--- config.mk ---
export PLATFORM = sky130hd
export DESIGN_NAME = fsw_core
export DESIGN_NICKNAME = d
export VERILOG_FILES = /design/src/common/fsw_pkg.sv /design/src/design/fsw_apb.sv /design/src/design/fsw_serial.sv /design/src/design/fsw_core.sv
export VERILOG_INCLUDE_DIRS = /design/src /design/src/common
export SDC_FILE = /design/constraint.sdc
export NUM_CORES = 1
export LEC_CHECK = 0
export ABC_AREA = 1
export BUFFER_PORTS_ARGS = -buffer_cell sky130_fd_sc_hd__buf_2
export CAP_MARGIN = 20
export CORE_MARGIN = 5
export CORE_UTILIZATION = 39
export DETAILED_ROUTE_END_ITERATION = 7
export PLACE_DENSITY = 0.65
export REMOVE_ABC_BUFFERS = 1
export SLEW_MARGIN = 20
export SYNTH_ARGS = -nofsm -noshare
export SYNTH_HDL_FRONTEND = slang
export SYNTH_SLANG_ARGS = --single-unit
--- constraint.sdc ---
create_clock -name clock -period 1.96 [get_ports clock]
set_clock_uncertainty 0.05 [all_clocks]
set_input_delay 0.392 -clock clock [delete_from_list [all_inputs] [get_ports clock]]
set_output_delay 0.392 -clock clock [all_outputs]
set_load 0.03 [all_outputs]
--- src/common/fsw_regs.svh ---
`ifndef FSW_REGS_SVH
`define FSW_REGS_SVH
// register byte offsets on the apb slave
`define FSW_CMD_OFF      12'h000
`define FSW_DATA_OFF     12'h004
`define FSW_STAT_OFF     12'h008
`define FSW_CTRL_OFF     12'h00c
// command opcode low six bits
`define FSW_OP_WRITE     6'h05
`define FSW_OP_WRITE_DEL 6'h09
// status field positions
`define FSW_IC_HI        7
`define FSW_IC_LO        6
`define FSW_S1_EOT       7
`define FSW_S1_CRC       5
`define FSW_S1_OVR       4
`define FSW_S1_WP        1
// interrupt code values
`define FSW_IC_NORMAL    2'h0
`define FSW_IC_ABNORMAL  2'h1
// counts
`define FSW_CMD_BYTES    4'h9
`define FSW_RES_BYTES    3'h7
`define FSW_GAP2_CONV    8'h16
`define FSW_GAP2_PERP    8'h08
`define FSW_PREAMBLE     8'h0c
`define FSW_SEEK_CYC     8'h20
// time allowed for the host to supply a byte, in ns, and derived cycles
`define FSW_BYTE_NS      1600
`define FSW_CLK_NS       100
`define FSW_BYTE_CYC     (`FSW_BYTE_NS / `FSW_CLK_NS)
// address marks
`define FSW_MARK_DATA    8'hfb
`define FSW_MARK_DEL     8'hf8
`define FSW_PRE_BYTE     8'h00
`endif

--- src/common/fsw_pkg.sv ---
package fsw_pkg;
	typedef enum logic [3:0] {
		ST_IDLE   = 4'b0000,
		ST_CMD    = 4'b0001,
		ST_SEEK   = 4'b0010,
		ST_SEARCH = 4'b0011,
		ST_GAP    = 4'b0100,
		ST_PRE    = 4'b0101,
		ST_MARK   = 4'b0110,
		ST_DATA   = 4'b0111,
		ST_RESULT = 4'b1000
	} fsw_state_t;
	typedef logic [7:0] fsw_byte_t;
endpackage

--- src/design/fsw_apb.sv ---
`include "fsw_regs.svh"
// apb slave: zero wait states, decodes four word registers
module fsw_apb (
	input  wire logic        clock,
	input  wire logic        rst_n,
	input  wire logic        psel,
	input  wire logic        penable,
	input  wire logic        pwrite,
	input  wire logic [11:0] paddr,
	input  wire logic [31:0] pwdata,
	output logic             pready,
	output logic             pslverr,
	output logic [31:0]      prdata,
	output logic             wr_cmd,
	output logic             wr_data,
	output logic             wr_ctrl,
	output logic             rd_data,
	output logic [7:0]       wbyte,
	input  wire logic [7:0]  res_byte,
	input  wire logic [7:0]  stat_byte,
	input  wire logic [7:0]  ctrl_byte
);
	logic        acc;
	logic        hit;
	logic [31:0] rmux;
	// access phase strobes
	assign acc     = psel & penable;
	assign pready  = 1'b1;
	assign hit     = (paddr == `FSW_CMD_OFF) | (paddr == `FSW_DATA_OFF) |
	                 (paddr == `FSW_STAT_OFF) | (paddr == `FSW_CTRL_OFF);
	assign pslverr = acc & ~hit;
	assign wr_cmd  = acc & pwrite & (paddr == `FSW_CMD_OFF);
	assign wr_data = acc & pwrite & (paddr == `FSW_DATA_OFF);
	assign wr_ctrl = acc & pwrite & (paddr == `FSW_CTRL_OFF);
	assign rd_data = acc & ~pwrite & (paddr == `FSW_DATA_OFF);
	assign wbyte   = pwdata[7:0];
	// read mux, unmapped reads return zero
	always_comb begin
		case (paddr)
			`FSW_DATA_OFF: rmux = {24'h000000, res_byte};
			`FSW_STAT_OFF: rmux = {24'h000000, stat_byte};
			`FSW_CTRL_OFF: rmux = {24'h000000, ctrl_byte};
			default:       rmux = 32'h00000000;
		endcase
	end
	// registered read data, loaded in setup so it is valid at access
	always_ff @(posedge clock or negedge rst_n) begin
		if (!rst_n) begin
			prdata <= 32'h00000000;
		end else begin
			prdata <= (psel & ~penable & ~pwrite) ? rmux : prdata;
		end
	end
endmodule

--- src/design/fsw_serial.sv ---
`include "fsw_regs.svh"
// byte to disk bit shifter, msb first, one bit per clock
module fsw_serial (
	input  wire logic       clock,
	input  wire logic       rst_n,
	input  wire logic       load,
	input  wire logic [7:0] din,
	output logic            busy,
	output logic            wr_bit,
	output logic            wr_gate
);
	logic [7:0] sh;
	logic [3:0] cnt;
	logic [7:0] next_sh;
	logic [3:0] next_cnt;
	// shift control
	always_comb begin
		next_sh  = sh;
		next_cnt = cnt;
		if (load) begin
			next_sh  = din;
			next_cnt = 4'h8;
		end else if (cnt != 4'h0) begin
			next_sh  = {sh[6:0], 1'b0};
			next_cnt = cnt - 4'h1;
		end
	end
	always_ff @(posedge clock or negedge rst_n) begin
		if (!rst_n) begin
			sh  <= 8'h00;
			cnt <= 4'h0;
		end else begin
			sh  <= next_sh;
			cnt <= next_cnt;
		end
	end
	assign busy    = (cnt > 4'h1);
	assign wr_bit  = sh[7] & (cnt != 4'h0);
	assign wr_gate = (cnt != 4'h0);
endmodule

--- src/design/fsw_core.sv ---
// Overview of operation
// - address field crc error ends command abnormally, sets crc flag bit 5
// - active write protect sets bit 1, ends command without writing
// - wait whole gap 2 conventional, part of it perpendicular
// - write preamble, then address mark, then data bytes
// - after a sector, continue with next sector unless terminated
// - terminal count stops transfer with interrupt code 00
// - sector equal end of track sets bit 7, code 01
// - late host byte sets overrun bit 4, code 01, ends command
// - on overrun, rest of field repeats last good byte
// - multi track continues on side 1 after side 0 last sector
// - end of execution raises interrupt line for result phase
// - after error, result id names sector being processed
// - opcode 001001 writes deleted address mark, otherwise identical
// - deleted write data comes by dma or programmed transfers
// - opcode 000101 writes normal data address mark
// - implied seek bit makes controller seek itself first
// - two index pulses with no match end command abnormally
`include "fsw_regs.svh"
module fsw_core
	import fsw_pkg::*;
(
	input  wire logic        clock,
	input  wire logic        rst_n,
	input  wire logic        psel,
	input  wire logic        penable,
	input  wire logic        pwrite,
	input  wire logic [11:0] paddr,
	input  wire logic [31:0] pwdata,
	output logic             pready,
	output logic             pslverr,
	output logic [31:0]      prdata,
	input  wire logic        dma_ack,
	input  wire logic        terminal_count,
	output logic             dma_req,
	input  wire logic        id_valid,
	input  wire logic [7:0]  id_track,
	input  wire logic [7:0]  id_head,
	input  wire logic [7:0]  id_sector,
	input  wire logic [7:0]  id_size,
	input  wire logic        id_crc_err,
	input  wire logic        index_pulse,
	input  wire logic        write_protect,
	input  wire logic        seek_done,
	output logic             seek_start,
	output logic             head_side,
	output logic             wr_bit,
	output logic             wr_gate,
	output logic             irq
);
	import fsw_pkg::*;

	logic        wr_cmd;
	logic        wr_data;
	logic        wr_ctrl;
	logic        rd_data;
	logic [7:0]  wbyte;
	logic [7:0]  res_byte;
	logic [7:0]  stat_byte;
	logic [7:0]  ctrl;
	logic        ser_busy;
	logic        ser_load;
	fsw_byte_t   ser_din;

	fsw_state_t  state;
	fsw_state_t  next_state;
	fsw_byte_t   cmd [0:8];
	fsw_byte_t   next_cmd [0:8];
	logic [3:0]  bcnt;
	logic [3:0]  next_bcnt;
	logic [15:0] dcnt;
	logic [15:0] next_dcnt;
	logic [7:0]  tmr;
	logic [7:0]  next_tmr;
	logic [1:0]  idx;
	logic [1:0]  next_idx;
	fsw_byte_t   last;
	fsw_byte_t   next_last;
	logic        have;
	logic        next_have;
	fsw_byte_t   st0;
	fsw_byte_t   next_st0;
	fsw_byte_t   st1;
	fsw_byte_t   next_st1;
	logic        ovr;
	logic        next_ovr;
	logic        stop_tc;
	logic        next_stop_tc;
	logic        irq_q;
	logic        next_irq;

	logic        deleted;
	logic        perp;
	logic        match;
	logic        host_byte;
	logic [15:0] sec_len;

	fsw_apb u_apb (
		.clock     (clock),
		.rst_n     (rst_n),
		.psel      (psel),
		.penable   (penable),
		.pwrite    (pwrite),
		.paddr     (paddr),
		.pwdata    (pwdata),
		.pready    (pready),
		.pslverr   (pslverr),
		.prdata    (prdata),
		.wr_cmd    (wr_cmd),
		.wr_data   (wr_data),
		.wr_ctrl   (wr_ctrl),
		.rd_data   (rd_data),
		.wbyte     (wbyte),
		.res_byte  (res_byte),
		.stat_byte (stat_byte),
		.ctrl_byte (ctrl)
	);

	fsw_serial u_ser (
		.clock   (clock),
		.rst_n   (rst_n),
		.load    (ser_load),
		.din     (ser_din),
		.busy    (ser_busy),
		.wr_bit  (wr_bit),
		.wr_gate (wr_gate)
	);

	// decoded command fields
	// deleted mark select
	assign deleted   = (cmd[0][5:0] == `FSW_OP_WRITE_DEL);
	assign perp      = ctrl[0];
	assign head_side = cmd[3][0];
	assign sec_len   = 16'h0080 << cmd[5][2:0];
	assign match     = (id_track == cmd[2]) & (id_head == cmd[3]) &
	                   (id_sector == cmd[4]) & (id_size == cmd[5]);
	// byte from dma or programmed write
	assign host_byte = (dma_ack | wr_data) & (state == ST_DATA) & ~have;
	assign dma_req   = (state == ST_DATA) & ~have & ~ovr & ~ctrl[1];
	assign irq       = irq_q;
	assign stat_byte = {state == ST_RESULT, state != ST_IDLE, 2'h0, state};
	always_comb begin
		case (bcnt)
			4'h0:    res_byte = st0;
			4'h1:    res_byte = st1;
			4'h2:    res_byte = 8'h00;
			4'h3:    res_byte = cmd[2];
			4'h4:    res_byte = cmd[3];
			4'h5:    res_byte = cmd[4];
			4'h6:    res_byte = cmd[5];
			default: res_byte = 8'h00;
		endcase
	end

	// control register, bit0 perpendicular, bit1 programmed mode
	always_ff @(posedge clock or negedge rst_n) begin
		if (!rst_n) begin
			ctrl <= 8'h00;
		end else begin
			ctrl <= wr_ctrl ? {6'h00, wbyte[1:0]} : ctrl;
		end
	end

	// sequencer next state
	always_comb begin
		next_state   = state;
		next_cmd     = cmd;
		next_bcnt    = bcnt;
		next_dcnt    = dcnt;
		next_tmr     = tmr;
		next_idx     = idx;
		next_last    = last;
		next_have    = have;
		next_st0     = st0;
		next_st1     = st1;
		next_ovr     = ovr;
		next_stop_tc = stop_tc | (terminal_count & (state == ST_DATA));
		next_irq     = irq_q;
		ser_load     = 1'b0;
		ser_din      = last;
		seek_start   = 1'b0;
		if (host_byte) begin
			next_last = (dma_ack ? pwdata[7:0] : wbyte);
			next_have = 1'b1;
		end
		case (state)
			ST_IDLE: begin
				if (wr_cmd) begin
					next_cmd[0] = wbyte;
					next_bcnt   = 4'h1;
					next_state  = ST_CMD;
				end
			end
			ST_CMD: begin
				if (wr_cmd) begin
					next_cmd[bcnt] = wbyte;
					next_bcnt      = bcnt + 4'h1;
					if (bcnt == `FSW_CMD_BYTES - 4'h1) begin
						next_st0 = {2'h0, 3'h0, cmd[1][2:0]};
						next_st1 = 8'h00;
						next_ovr = 1'b0;
						next_stop_tc = 1'b0;
						next_idx = 2'h0;
						next_tmr = `FSW_SEEK_CYC;
						if (cmd[0][5:0] != `FSW_OP_WRITE && cmd[0][5:0] != `FSW_OP_WRITE_DEL) begin
							next_st0[`FSW_IC_HI:`FSW_IC_LO] = 2'h2;
							next_state = ST_RESULT;
						end else if (write_protect) begin
							next_st1[`FSW_S1_WP] = 1'b1;
							next_st0[`FSW_IC_HI:`FSW_IC_LO] = `FSW_IC_ABNORMAL;
							next_state = ST_RESULT;
						end else if (cmd[1][7]) begin
							next_state = ST_SEEK;
						end else begin
							next_state = ST_SEARCH;
						end
					end
				end
			end
			ST_SEEK: begin
				seek_start = (tmr == `FSW_SEEK_CYC);
				next_tmr   = (tmr != 8'h00) ? tmr - 8'h01 : tmr;
				if (seek_done) begin
					next_state = ST_SEARCH;
				end
			end
			ST_SEARCH: begin
				next_idx = idx + {1'b0, index_pulse & (idx != 2'h2)};
				if (wr_data) begin
					next_st0[`FSW_IC_HI:`FSW_IC_LO] = `FSW_IC_ABNORMAL;
					next_state = ST_RESULT;
				end else if (id_valid & id_crc_err) begin
					next_st1[`FSW_S1_CRC] = 1'b1;
					next_st0[`FSW_IC_HI:`FSW_IC_LO] = `FSW_IC_ABNORMAL;
					next_state = ST_RESULT;
				end else if (id_valid & match) begin
					// gap 2 length by drive mode
					next_tmr   = perp ? `FSW_GAP2_PERP : `FSW_GAP2_CONV;
					next_state = ST_GAP;
				end else if (idx == 2'h2) begin
					next_st0[`FSW_IC_HI:`FSW_IC_LO] = `FSW_IC_ABNORMAL;
					next_state = ST_RESULT;
				end
			end
			ST_GAP: begin
				next_tmr = tmr - 8'h01;
				if (tmr == 8'h01) begin
					next_tmr   = `FSW_PREAMBLE;
					next_state = ST_PRE;
				end
			end
			ST_PRE: begin
				if (!ser_busy) begin
					ser_load = 1'b1;
					ser_din  = `FSW_PRE_BYTE;
					next_tmr = tmr - 8'h01;
					if (tmr == 8'h01) begin
						next_state = ST_MARK;
					end
				end
			end
			ST_MARK: begin
				if (!ser_busy) begin
					ser_load   = 1'b1;
					ser_din    = deleted ? `FSW_MARK_DEL : `FSW_MARK_DATA;
					next_dcnt  = sec_len;
					next_tmr   = 8'(`FSW_BYTE_CYC);
					next_state = ST_DATA;
				end
			end
			ST_DATA: begin
				next_tmr = (tmr != 8'h00) ? tmr - 8'h01 : tmr;
				if (!have && !ovr && tmr == 8'h00) begin
					next_ovr = 1'b1;
					next_st1[`FSW_S1_OVR] = 1'b1;
					next_st0[`FSW_IC_HI:`FSW_IC_LO] = `FSW_IC_ABNORMAL;
				end
				if (!ser_busy && (have || ovr)) begin
					ser_load  = 1'b1;
					ser_din   = last;
					next_have = host_byte;
					next_tmr  = 8'(`FSW_BYTE_CYC);
					next_dcnt = dcnt - 16'h0001;
					if (dcnt == 16'h0001) begin
						next_tmr = 8'h08;
						if (ovr) begin
							next_state = ST_RESULT;
						end else if (stop_tc | terminal_count) begin
							next_st0[`FSW_IC_HI:`FSW_IC_LO] = `FSW_IC_NORMAL;
							next_state = ST_RESULT;
						end else if (cmd[4] == cmd[6] && (!cmd[0][7] || cmd[3][0])) begin
							next_st1[`FSW_S1_EOT] = 1'b1;
							next_st0[`FSW_IC_HI:`FSW_IC_LO] = `FSW_IC_ABNORMAL;
							next_state = ST_RESULT;
						end else if (cmd[4] == cmd[6]) begin
							next_cmd[3] = cmd[3] | 8'h01;
							next_cmd[1] = cmd[1] | 8'h04;
							next_cmd[4] = 8'h01;
							next_idx    = 2'h0;
							next_state  = ST_SEARCH;
						end else begin
							next_cmd[4] = cmd[4] + 8'h01;
							next_idx    = 2'h0;
							next_state  = ST_SEARCH;
						end
					end
				end
			end
			ST_RESULT: begin
				if (rd_data) begin
					next_bcnt = bcnt + 4'h1;
					if (bcnt == {1'b0, `FSW_RES_BYTES} - 4'h1) begin
						next_irq   = 1'b0;
						next_state = ST_IDLE;
					end
				end
			end
			default: next_state = ST_IDLE;
		endcase
		if (next_state == ST_RESULT && state != ST_RESULT) begin
			next_irq  = 1'b1;
			next_bcnt = 4'h0;
		end
	end

	// sequencer registers
	always_ff @(posedge clock or negedge rst_n) begin
		if (!rst_n) begin
			state   <= ST_IDLE;
			cmd     <= '{default: 8'h00};
			bcnt    <= 4'h0;
			dcnt    <= 16'h0000;
			tmr     <= 8'h00;
			idx     <= 2'h0;
			last    <= 8'h00;
			have    <= 1'b0;
			st0     <= 8'h00;
			st1     <= 8'h00;
			ovr     <= 1'b0;
			stop_tc <= 1'b0;
			irq_q   <= 1'b0;
		end else begin
			state   <= next_state;
			cmd     <= next_cmd;
			bcnt    <= next_bcnt;
			dcnt    <= next_dcnt;
			tmr     <= next_tmr;
			idx     <= next_idx;
			last    <= next_last;
			have    <= next_have;
			st0     <= next_st0;
			st1     <= next_st1;
			ovr     <= next_ovr;
			stop_tc <= next_stop_tc;
			irq_q   <= next_irq;
		end
	end
endmodule

==> metrics.yaml, run 1 <==
status: "finished with violations"
violations: "setup timing"
intPower_uw: 4682
grt_usage: 0.2252
leakage_uw: 0.005813
synth.avg_cell_area_um2: 7.489
cp_max_fo: 6
yosys_warnings: 0
p_sw_frac: 0.2527
drive_gt1_frac: 0.3888
dp_slack_ns: -0.2858
fin_total_pwr_uw: 6265
antenna_found_initial: 0
rows: 53
cts_inserted_buffers: 17
cts_root_buf: "clkbuf_16"
synth_area_leader_cell: "dfrtp_1"
period_share: 1.086
synth_area_um2: 8275
setup_viol: 29
power_density_nw_per_um2: 521.3
synth.ff_latch_count: 127
detail_route.iter0.violations: 532
postRouteAntennaNets: 0
die_y_um: 155.7
path_cells: "inv_2 -> ha_4 -> inv_4 -> nor3_4 -> nor2_4 -> a21oi_4 -> nand2_2 -> nor2_4 -> nand2_8 -> a21oi_4 -> o21ai_2 -> o21a_1"
p_clk_frac: 0.516
drc: 0
clock-sinks: 127
seqPwrFrac: 0.420
synth_ff_type: "dfrtp_1"
hold_violations: 0
cp.required_ns: 2.22
ctsHtreeMaxLevel: 4
cts_tree: "built"
fin_ws_ns: -0.1691
cp-start-kind: "register"
grt_pass1_wl_um: 43080
maxSlewViolCount: 0
reg2reg_setup_slack_ns: -0.17
period_minus_slack_ns: 2.129
insertion_delay_ns: 0.43
p_switching_uw: 1583
initial_utilization: 0.3949
maxSlewHeadroom: 0.5938
netlist_instances: 1105
dp_cells: 1593
final_common_cell: "nand2_1"
maxCapViolCount: 0
critical_path.max_stage_delay_ns: 0.41
worstPathArrival_ns: 2.39
tightest_slew_ns: 0.6053
timing.hold.ws_ns: 0.2106
synthTopCellsByArea: "dfrtp_1 38%, nand2_1 12%, inv_1 6.1%"
vias: 8451
via_per_inst: 5.048
hpwl_um: 20630
num_antenna_cells: 0
power_frac_comb: 0.064
worstSetupPathType: "register to register"
crit_family: "simple AND/OR/NAND/NOR gates"
grt_pass1_vias: 8273
ir_drop_v: 0.0006149
firstDrtPassIters: 5
rsz0062_at_grt: "yes"
clk_pin_slew_ns: 0.06
fin_cells: 1674
synth-edff-count: 0
clk_path_buf_depth: 2
io_pins: 128
worst-path-buf-inv: 2
num-nets-final: 1487
finalWirelength_um: 27560
die_area_um2: 24230
ys_seq_area_frac: 0.3840
endpoint_kind: "register"
die_w_um: 155.7
fmax_ghz: 0.4697
numPortBuffers: 78
gp_routability_congestion: 0.9348
synth_top_area_share: 0.3840
fp.coreArea_um2: 20960
wl_per_cell_um: 16.46
yosysUniqueCellTypes: 60
min_path_type: "primary input to register"
async_flop_share: 1.000
crit_path_top_delay_cell: "dfrtp_1"
grt_max_degree: 33
mostFrequentLayoutCells: "239 x nand2_1, 161 x buf_4, 124 x dfrtp_1, 115 x inv_1, 77 x nor2_1"
syn_to_final_growth_pct: 45.24
grt_remaining_overflow: 0
[power groups by stage]
stage	Clock, µW	Combinational, µW	Sequential (µW)
finish	3230	403	2630
floorplan	0	167	2680
detailed placement	0	390	2680
CTS	3270	401	2630
global placement	0	386	2680
global route	3400	444	2630
[tightest hold or removal path, stage by stage]
cell and delay (ns):
buf_2 0.12, nand2_1 0.06, o21ai_0 0.07
[layout make-up]
class                      count  area, µm²
fill                        1892       8936
multi-input combinational    801       5096
sequential                   127       3182
timing repair buffer         279       2148
inverter                     160      655.6
clock buffer                  19      442.9
tap                          275      344.1
clock inverter                13      150.1
[per-layer routing]
metal,track usage,vias to the layer above,wire length (µm)
met5,0,-,0
met4,0.08253,0,898
met3,0.03384,60,1193
met2,0.3800,227,13750
met1,0.2944,4011,11730
li1,-,4153,-
[cells in the mapped netlist, types with 6 or more instances]
cell and count:
a22oi_1 7, xor2_1 6, inv_4 7, inv_1 134
o21ai_1 28, nand2_2 7, dfrtp_1 127, nor3_1 18
xnor2_1 17, ha_1 13, o22ai_1 21, nand2_1 264
a31oi_1 9, buf_2 6, nand3_1 45, buf_4 27
nand4_1 12, nor2_1 100, a21oi_1 38, nor2_4 8
inv_2 18, o21ai_0 92, nor2_2 17, nand2_4 6
[registers in the layout (all words and copies together), names as in the netlist, 2 cells and up]
signal / cells
bcnt: 4
cmd: 50
ctrl: 2
dcnt: 16
idx: 2
last: 8
st0: 5
st1: 4
state: 4
tmr: 8
u_apb.prdata: 8
u_ser.cnt: 4
u_ser.sh: 8
[through the flow]
stage / area (µm²) / utilization / TNS [ns]
finish: 12020 / 0.5736 / -1.817
global route: 12020 / 0.5736 / -7.667
CTS: 11260 / 0.5374 / -0.8463
detailed placement: 10060 / 0.4801 / -5.167
global placement: 10060 / 0.4801 / -2.984
floorplan: 8094 / - / -0.8998
[kinds of logic after synthesis]
| logic type | share of synthesized area |
|---|---|
| xor gates and xnor gates | 0.02434 |
| AOI/OAI and AO/OA | 0.1698 |
| adders and majority gates | 0.01966 |
| buffers and inverters | 0.1076 |
| and+or+nand+nor | 0.2936 |
| DFF | 0.3840 |
| other | 0.0009075 |
[path summary, 6_finish.rpt]
path,to,start,cells after the start
worst max-delay path,tmr[0],bcnt[1],12
worst min-delay path,cmd[43],pwdata[3],3
worst max register to register,tmr[0],bcnt[1],12
worst min register to register,u_apb.prdata[6],u_apb.prdata[6],2
max in group asynchronous,tmr[0],rst_n,3
min in group asynchronous,dcnt[3],rst_n,2
[timing repair]
action,in CTS,in global routing
endpoints found under the hold margin,20,0
pin swaps,26,56
gates cloned,1,1
gates resized for setup,105,162
setup buffers,30,19
endpoints found under the setup margin,59,86
hold buffers,1,0
Note: power is estimated with default switching activity, not from simulation.
==> run 2, diff against run 1 <==
--- a/config.mk
+++ b/config.mk
@@ -12,9 +12,8 @@
 export CORE_MARGIN = 5
 export CORE_UTILIZATION = 39
 export DETAILED_ROUTE_END_ITERATION = 7
-export PLACE_DENSITY = 0.65
+export PLACE_DENSITY_LB_ADDON = 0.05
 export REMOVE_ABC_BUFFERS = 1
-export SLEW_MARGIN = 20
 export SYNTH_ARGS = -nofsm -noshare
 export SYNTH_HDL_FRONTEND = slang
 export SYNTH_SLANG_ARGS = --single-unit
==> metrics.yaml, run 2 (synthesis gave the netlist of run 1 again) <==
status: "finished with violations"  # unchanged
violations: "setup timing"  # unchanged
fin_cells: 1705  # was 1674
r2r_start: "dcnt[5]"  # was bcnt[1]
drive_gt1_frac: 0.4070  # was 0.3888
setup_viol: 37  # was 29
cp_max_fo: 7  # was 6
hold_violations: 0  # unchanged
maxSlewHeadroom: 0.5416  # was 0.5938
maxSlewViolCount: 0  # unchanged
endpoint_kind: "register"  # unchanged
ir_drop_v: 0.0004863  # was 0.0006149 V
dp_cells: 1620  # was 1593
gp_routability_congestion: 0.8857  # was 0.9348
worstPathArrival_ns: 2.32  # was 2.39 ns
mostFrequentLayoutCells: "232 x nand2_1, 187 x buf_4, 123 x dfrtp_1, 117 x inv_1"  # was 239 x nand2_1, 161 x buf_4, 124 x dfrtp_1, 115 x inv_1, 77 x nor2_1
ctsHtreeMaxLevel: 4  # unchanged
grt_remaining_overflow: 0  # unchanged
met3_length_um: 1102  # was 1193 µm
fmax_ghz: 0.4857  # was 0.4697 GHz
leakage_uw: 0.005923  # was 0.005813 µW
num_antenna_cells: 0  # unchanged
postRouteAntennaNets: 0  # unchanged
die_w_um: 155.7  # unchanged
power_density_nw_per_um2: 534.4  # was 521.3 nW/µm²
critPathLaunch: "dcnt[5]"  # was bcnt[1]
maxCapViolCount: 0  # unchanged
syn_to_final_growth_pct: 48.32  # was 45.24%
finalWirelength_um: 27570  # was 27560 µm
cts_tree: "built"  # unchanged
min_path_type: "primary input to register"  # unchanged
via_per_inst: 4.904  # was 5.048
m1WireLength_um: 12540  # was 11730 µm
io_pins: 128  # unchanged
top_regs: "cmd (50), dcnt (16)"  # unchanged
rows: 53  # unchanged
utilization: 0.5857  # was 0.5736
wl_met2_um: 13540  # was 13750 µm
fin_ws_ns: -0.09895  # was -0.1691 ns
clk_pin_slew_ns: 0.06  # about the same
wl_per_cell_um: 16.17  # was 16.46 µm
detail_route.iter0.violations: 474  # was 532
cp.required_ns: 2.23  # was 2.22 ns
cp-start-kind: "register"  # unchanged
multiInputGateArea_um2: 5045  # was 5096 µm²
insertion_delay_ns: 0.42  # was 0.43 ns
grt_pass1_vias: 7999  # was 8273
grt_usage: 0.2269  # was 0.2252
grt_pass1_wl_um: 43080  # about the same
die_y_um: 155.7  # unchanged
firstDrtPassIters: 5  # unchanged
fillers: 1984  # was 1892
fin_total_pwr_uw: 6560  # was 6265 µW
die_area_um2: 24230  # unchanged
num-nets-final: 1518  # was 1487
endpoint: "cmd[36]"  # was tmr[0]
fp.coreArea_um2: 20960  # unchanged
tightest_slew_ns: 0.6831  # was 0.6053 ns
grt_max_degree: 39  # was 33
r2r_cells: 12  # unchanged
initial_utilization: 0.3949  # unchanged
clock-sinks: 127  # unchanged
hpwl_um: 20810  # was 20630 µm
antenna_found_initial: 0  # unchanged
largest_register: "cmd"  # unchanged
dr.max_layer_used: "met4"  # unchanged
cts_root_buf: "clkbuf_16"  # unchanged
period_share: 1.050  # was 1.086
largest_register_ff_count: 50  # unchanged
numPortBuffers: 78  # unchanged
period_minus_slack_ns: 2.059  # was 2.129 ns
final_common_cell: "nand2_1"  # unchanged
reg2reg_setup_slack_ns: -0.1  # was -0.17 ns
clk_path_buf_depth: 2  # unchanged
vias: 8361  # was 8451
cts_inserted_buffers: 17  # unchanged
r2r-end: "cmd[36]"  # was tmr[0]
regArea_um2: 3183  # was 3182 µm²
rsz0062_at_grt: "yes"  # unchanged
worstSetupPathType: "register to register"  # unchanged
drc: 0  # unchanged
run 2: area by class of cell:
type / instances / share of cell area
tap: 275 / 0.02803
timing repair inverter: 1 / 0.0004077
multi-input combinational: 801 / 0.4110
clock inverter: 14 / 0.01641
timing repair buffer: 309 / 0.1949
inverter: 160 / 0.05413
clock buffer: 18 / 0.03578
sequential: 127 / 0.2593
run 2: what timing repair did:
item                                   in CTS  in global routing
setup endpoints to repair                  68                 79
pin swaps                                  45                 67
hold buffers                                1                  0
endpoints found under the hold margin      22                  0
buffers inserted                           35                 22
cloned                                      0                  2
resized for setup                         117                154
run 2: worst min-delay path by stage:
stage	from	to	slack, ns	cells after the start
floorplan	rst_n	bcnt[0]	0.05	0
global placement	rst_n	u_ser.cnt[3]	0.23	1
detailed placement	rst_n	u_ser.cnt[1]	0.23	1
finish	pwdata[3]	cmd[43]	0.21	3
global route	pwdata[3]	cmd[43]	0.22	3
CTS	pwdata[3]	cmd[43]	0.20	3
run 2: worst max-delay path, cell delays in order, from the launching register on:
cell and delay, ns:
dfrtp_1 0.41, nor2_2 0.14, inv_2 0.07, nor3_2 0.17
nand4_1 0.22, nor3_2 0.23, nand2_1 0.09, nand2_2 0.11
nand2_4 0.09, inv_6 0.09, o21ai_1 0.07, a21oi_1 0.14
nor2_1 0.06
run 2: power breakdown:
group / internal [µW] / switching [µW] / total [µW]
clock network: 2190 / 1350 / 3540
registers: 2630 / 3.75 / 2630
logic: 119 / 270 / 389
run 2: through the flow:
step / setup slack (ns) / cell area (µm²) / TNS [ns] / hold slack [ns]
2_1_floorplan: -0.4430 / 8094 / -0.8998 / 0.04641
3_3_place_gp: -0.2577 / 10290 / -4.859 / 0.2316
6_report: -0.09895 / 12270 / -1.649 / 0.2085
4_1_cts: -0.1625 / 11580 / -1.921 / 0.1996
3_5_place_dp: -0.2391 / 10290 / -5.869 / 0.2297
5_1_grt: -0.2370 / 12270 / -8.161 / 0.2242
run 2: routing by layer:
metal  global-route usage  vias to the layer above
met5                    0                        -
met1               0.3131                     3935
li1                     -                     4222
met4              0.04669                        0
met3              0.03856                       29
met2               0.3779                      175
==> run 3, diff against run 2 <==
--- a/config.mk
+++ b/config.mk
@@ -14,6 +14,7 @@
 export DETAILED_ROUTE_END_ITERATION = 7
 export PLACE_DENSITY_LB_ADDON = 0.05
 export REMOVE_ABC_BUFFERS = 1
+export SKIP_CTS_REPAIR_TIMING = 1
 export SYNTH_ARGS = -nofsm -noshare
 export SYNTH_HDL_FRONTEND = slang
 export SYNTH_SLANG_ARGS = --single-unit
==> metrics.yaml, run 3 (synthesis gave the netlist of run 1 again) <==
vias: 8333  # was 8361
clk_path_buf_depth: 2  # unchanged
worstSetupPathType: "register to primary output"  # was register to register
r2r-end: "cmd[36]"  # unchanged
cp_max_fo: 5  # was 7
endpoint_kind: "primary output"  # was register
seqPwrFrac: 0.401  # about the same
cts_root_buf: "clkbuf_16"  # unchanged
min_path_type: "primary input to register"  # unchanged
mostFrequentLayoutCells: "240 x nand2_1, 184 x buf_4, 123 x dfrtp_1, 118 x inv_1, 78 x nor2_1"  # was 232 x nand2_1, 187 x buf_4, 123 x dfrtp_1, 117 x inv_1
rows: 53  # unchanged
cp.required_ns: 1.52  # was 2.23 ns
regArea_um2: 3183  # unchanged
io_pins: 128  # unchanged
grt_usage: 0.2200  # was 0.2269
insertion_delay_ns: 0.42  # about the same
drive_gt1_frac: 0.3913  # was 0.4070
hpwl_um: 20810  # unchanged
p_switching_uw: 1628  # was 1623 µW
period_minus_slack_ns: 2.163  # was 2.059 ns
fp.coreArea_um2: 20960  # unchanged
die_y_um: 155.7  # unchanged
ctsHtreeMaxLevel: 4  # unchanged
cts_tree: "built"  # unchanged
num_antenna_cells: 0  # unchanged
top_regs: "cmd (50), dcnt (16)"  # unchanged
r2r_cells: 12  # unchanged
die_area_um2: 24230  # unchanged
cts_inserted_buffers: 17  # unchanged
hold_violations: 0  # unchanged
gp_routability_congestion: 0.8857  # unchanged
leakage_uw: 0.005863  # was 0.005923 µW
status: "finished with violations"  # unchanged
firstDrtPassIters: 5  # unchanged
fillers: 2000  # was 1984
multiInputGateArea_um2: 4965  # was 5045 µm²
ir_drop_v: 0.0004953  # was 0.0004863 V
dp_cells: 1620  # unchanged
worstPathArrival_ns: 1.72  # was 2.32 ns
antenna_found_initial: 0  # unchanged
cp-start-kind: "register"  # unchanged
reg2reg_setup_slack_ns: -0.16  # was -0.1 ns
largest_register_ff_count: 50  # unchanged
maxCapViolCount: 0  # unchanged
fmax_ghz: 0.4624  # was 0.4857 GHz
critPathLaunch: "state[3]"  # was dcnt[5]
period_share: 1.103  # was 1.050
wl_per_cell_um: 16.28  # was 16.17 µm
tightest_slew_ns: 0.9392  # was 0.6831 ns
r2r_start: "dcnt[5]"  # unchanged
die_w_um: 155.7  # unchanged
endpoint: "dma_req"  # was cmd[36]
design_area_um2: 12120  # was 12270 µm²
fin_total_pwr_uw: 6564  # was 6560 µW
fin_cells: 1696  # was 1705
setup_tns_ns: -4.063  # was -1.649 ns
numPortBuffers: 78  # unchanged
grt_pass1_wl_um: 41610  # was 43080 µm
largest_register: "cmd"  # unchanged
power_frac_comb: 0.059  # about the same
intPower_uw: 4937  # was 4936 µW
grt_remaining_overflow: 0  # unchanged
p_clk_frac: 0.540  # about the same
power_density_nw_per_um2: 541.8  # was 534.4 nW/µm²
utilization: 0.5782  # was 0.5857
p_sw_frac: 0.2479  # was 0.2474
maxSlewHeadroom: 0.3673  # was 0.5416
placed_area_um2: 10290  # unchanged
maxSlewViolCount: 0  # unchanged
final_common_cell: "nand2_1"  # unchanged
grt_max_degree: 39  # unchanged
drc: 0  # unchanged
postRouteAntennaNets: 0  # unchanged
via_per_inst: 4.913  # was 4.904
setup_viol: 48  # was 37
initial_utilization: 0.3949  # unchanged
clock-sinks: 127  # unchanged
num-nets-final: 1509  # was 1518
rsz0062_at_grt: "yes"  # unchanged
clk_pin_slew_ns: 0.06  # about the same
fin_ws_ns: -0.2027  # was -0.09895 ns
grt_pass1_vias: 7681  # was 7999
violations: "setup timing"  # unchanged
detail_route.iter0.violations: 459  # was 474
syn_to_final_growth_pct: 46.42  # was 48.32%
finalWirelength_um: 27610  # was 27570 µm
## run 3: cell count changes in the layout (fill, tap and decap cells not counted), sizes merged
cell	change
inv	+1
clkinv	-1
buf	-9
## run 3: worst min path at each step
| stage | to | start | slack (ns) | depth (start not counted) |
|---|---|---|---|---|
| final | cmd[43] | pwdata[3] | 0.21 | 3 |
| after global routing | cmd[43] | pwdata[3] | 0.22 | 3 |
| after CTS | u_ser.cnt[1] | rst_n | -0.22 | 1 |
| after detailed placement | u_ser.cnt[1] | rst_n | 0.23 | 1 |
| after global placement | u_ser.cnt[3] | rst_n | 0.23 | 1 |
| after floorplan | bcnt[0] | rst_n | 0.05 | 0 |
## run 3: power by group through the flow
stage | clock, µW | sequential (µW) | combinational [µW]
3_3_place_gp | 0 | 2680 | 379
4_1_cts | 3600 | 2630 | 382
5_1_grt | 3730 | 2630 | 432
6_report | 3550 | 2630 | 387
2_1_floorplan | 0 | 2680 | 167
3_5_place_dp | 0 | 2680 | 380
## run 3: final cells by class
class,instances,share of cell area
timing repair inverter,1,0.0005163
sequential,127,0.2627
inverter,160,0.05525
timing repair buffer,300,0.1905
tap,275,0.02840
clock buffer,18,0.03625
clock inverter,14,0.01663
multi-input combinational,801,0.4097
## run 3: metal layers
layer	vias to the layer above	routed length [µm]	global-route usage
met5	-	0	0
met4	0	471	0.04585
met3	29	1206	0.03689
met2	187	13420	0.3600
met1	3919	12510	0.3089
li1	4198	-	-
## run 3: per-stage QoR
step,hold WS (ns),setup WS (ns)
final,0.2077,-0.2027
after global routing,0.2242,-0.3370
after CTS,-0.2178,-0.5136
after detailed placement,0.2297,-0.2391
after global placement,0.2316,-0.2577
after floorplan,0.04641,-0.4430
## run 3: critical path, stage by stage (launching register included)
cell	delay, ns
dfrtp_2	0.45
nor2_4	0.19
inv_4	0.05
nor2_4	0.18
inv_2	0.10
nor3_4	0.17
buf_6	0.16
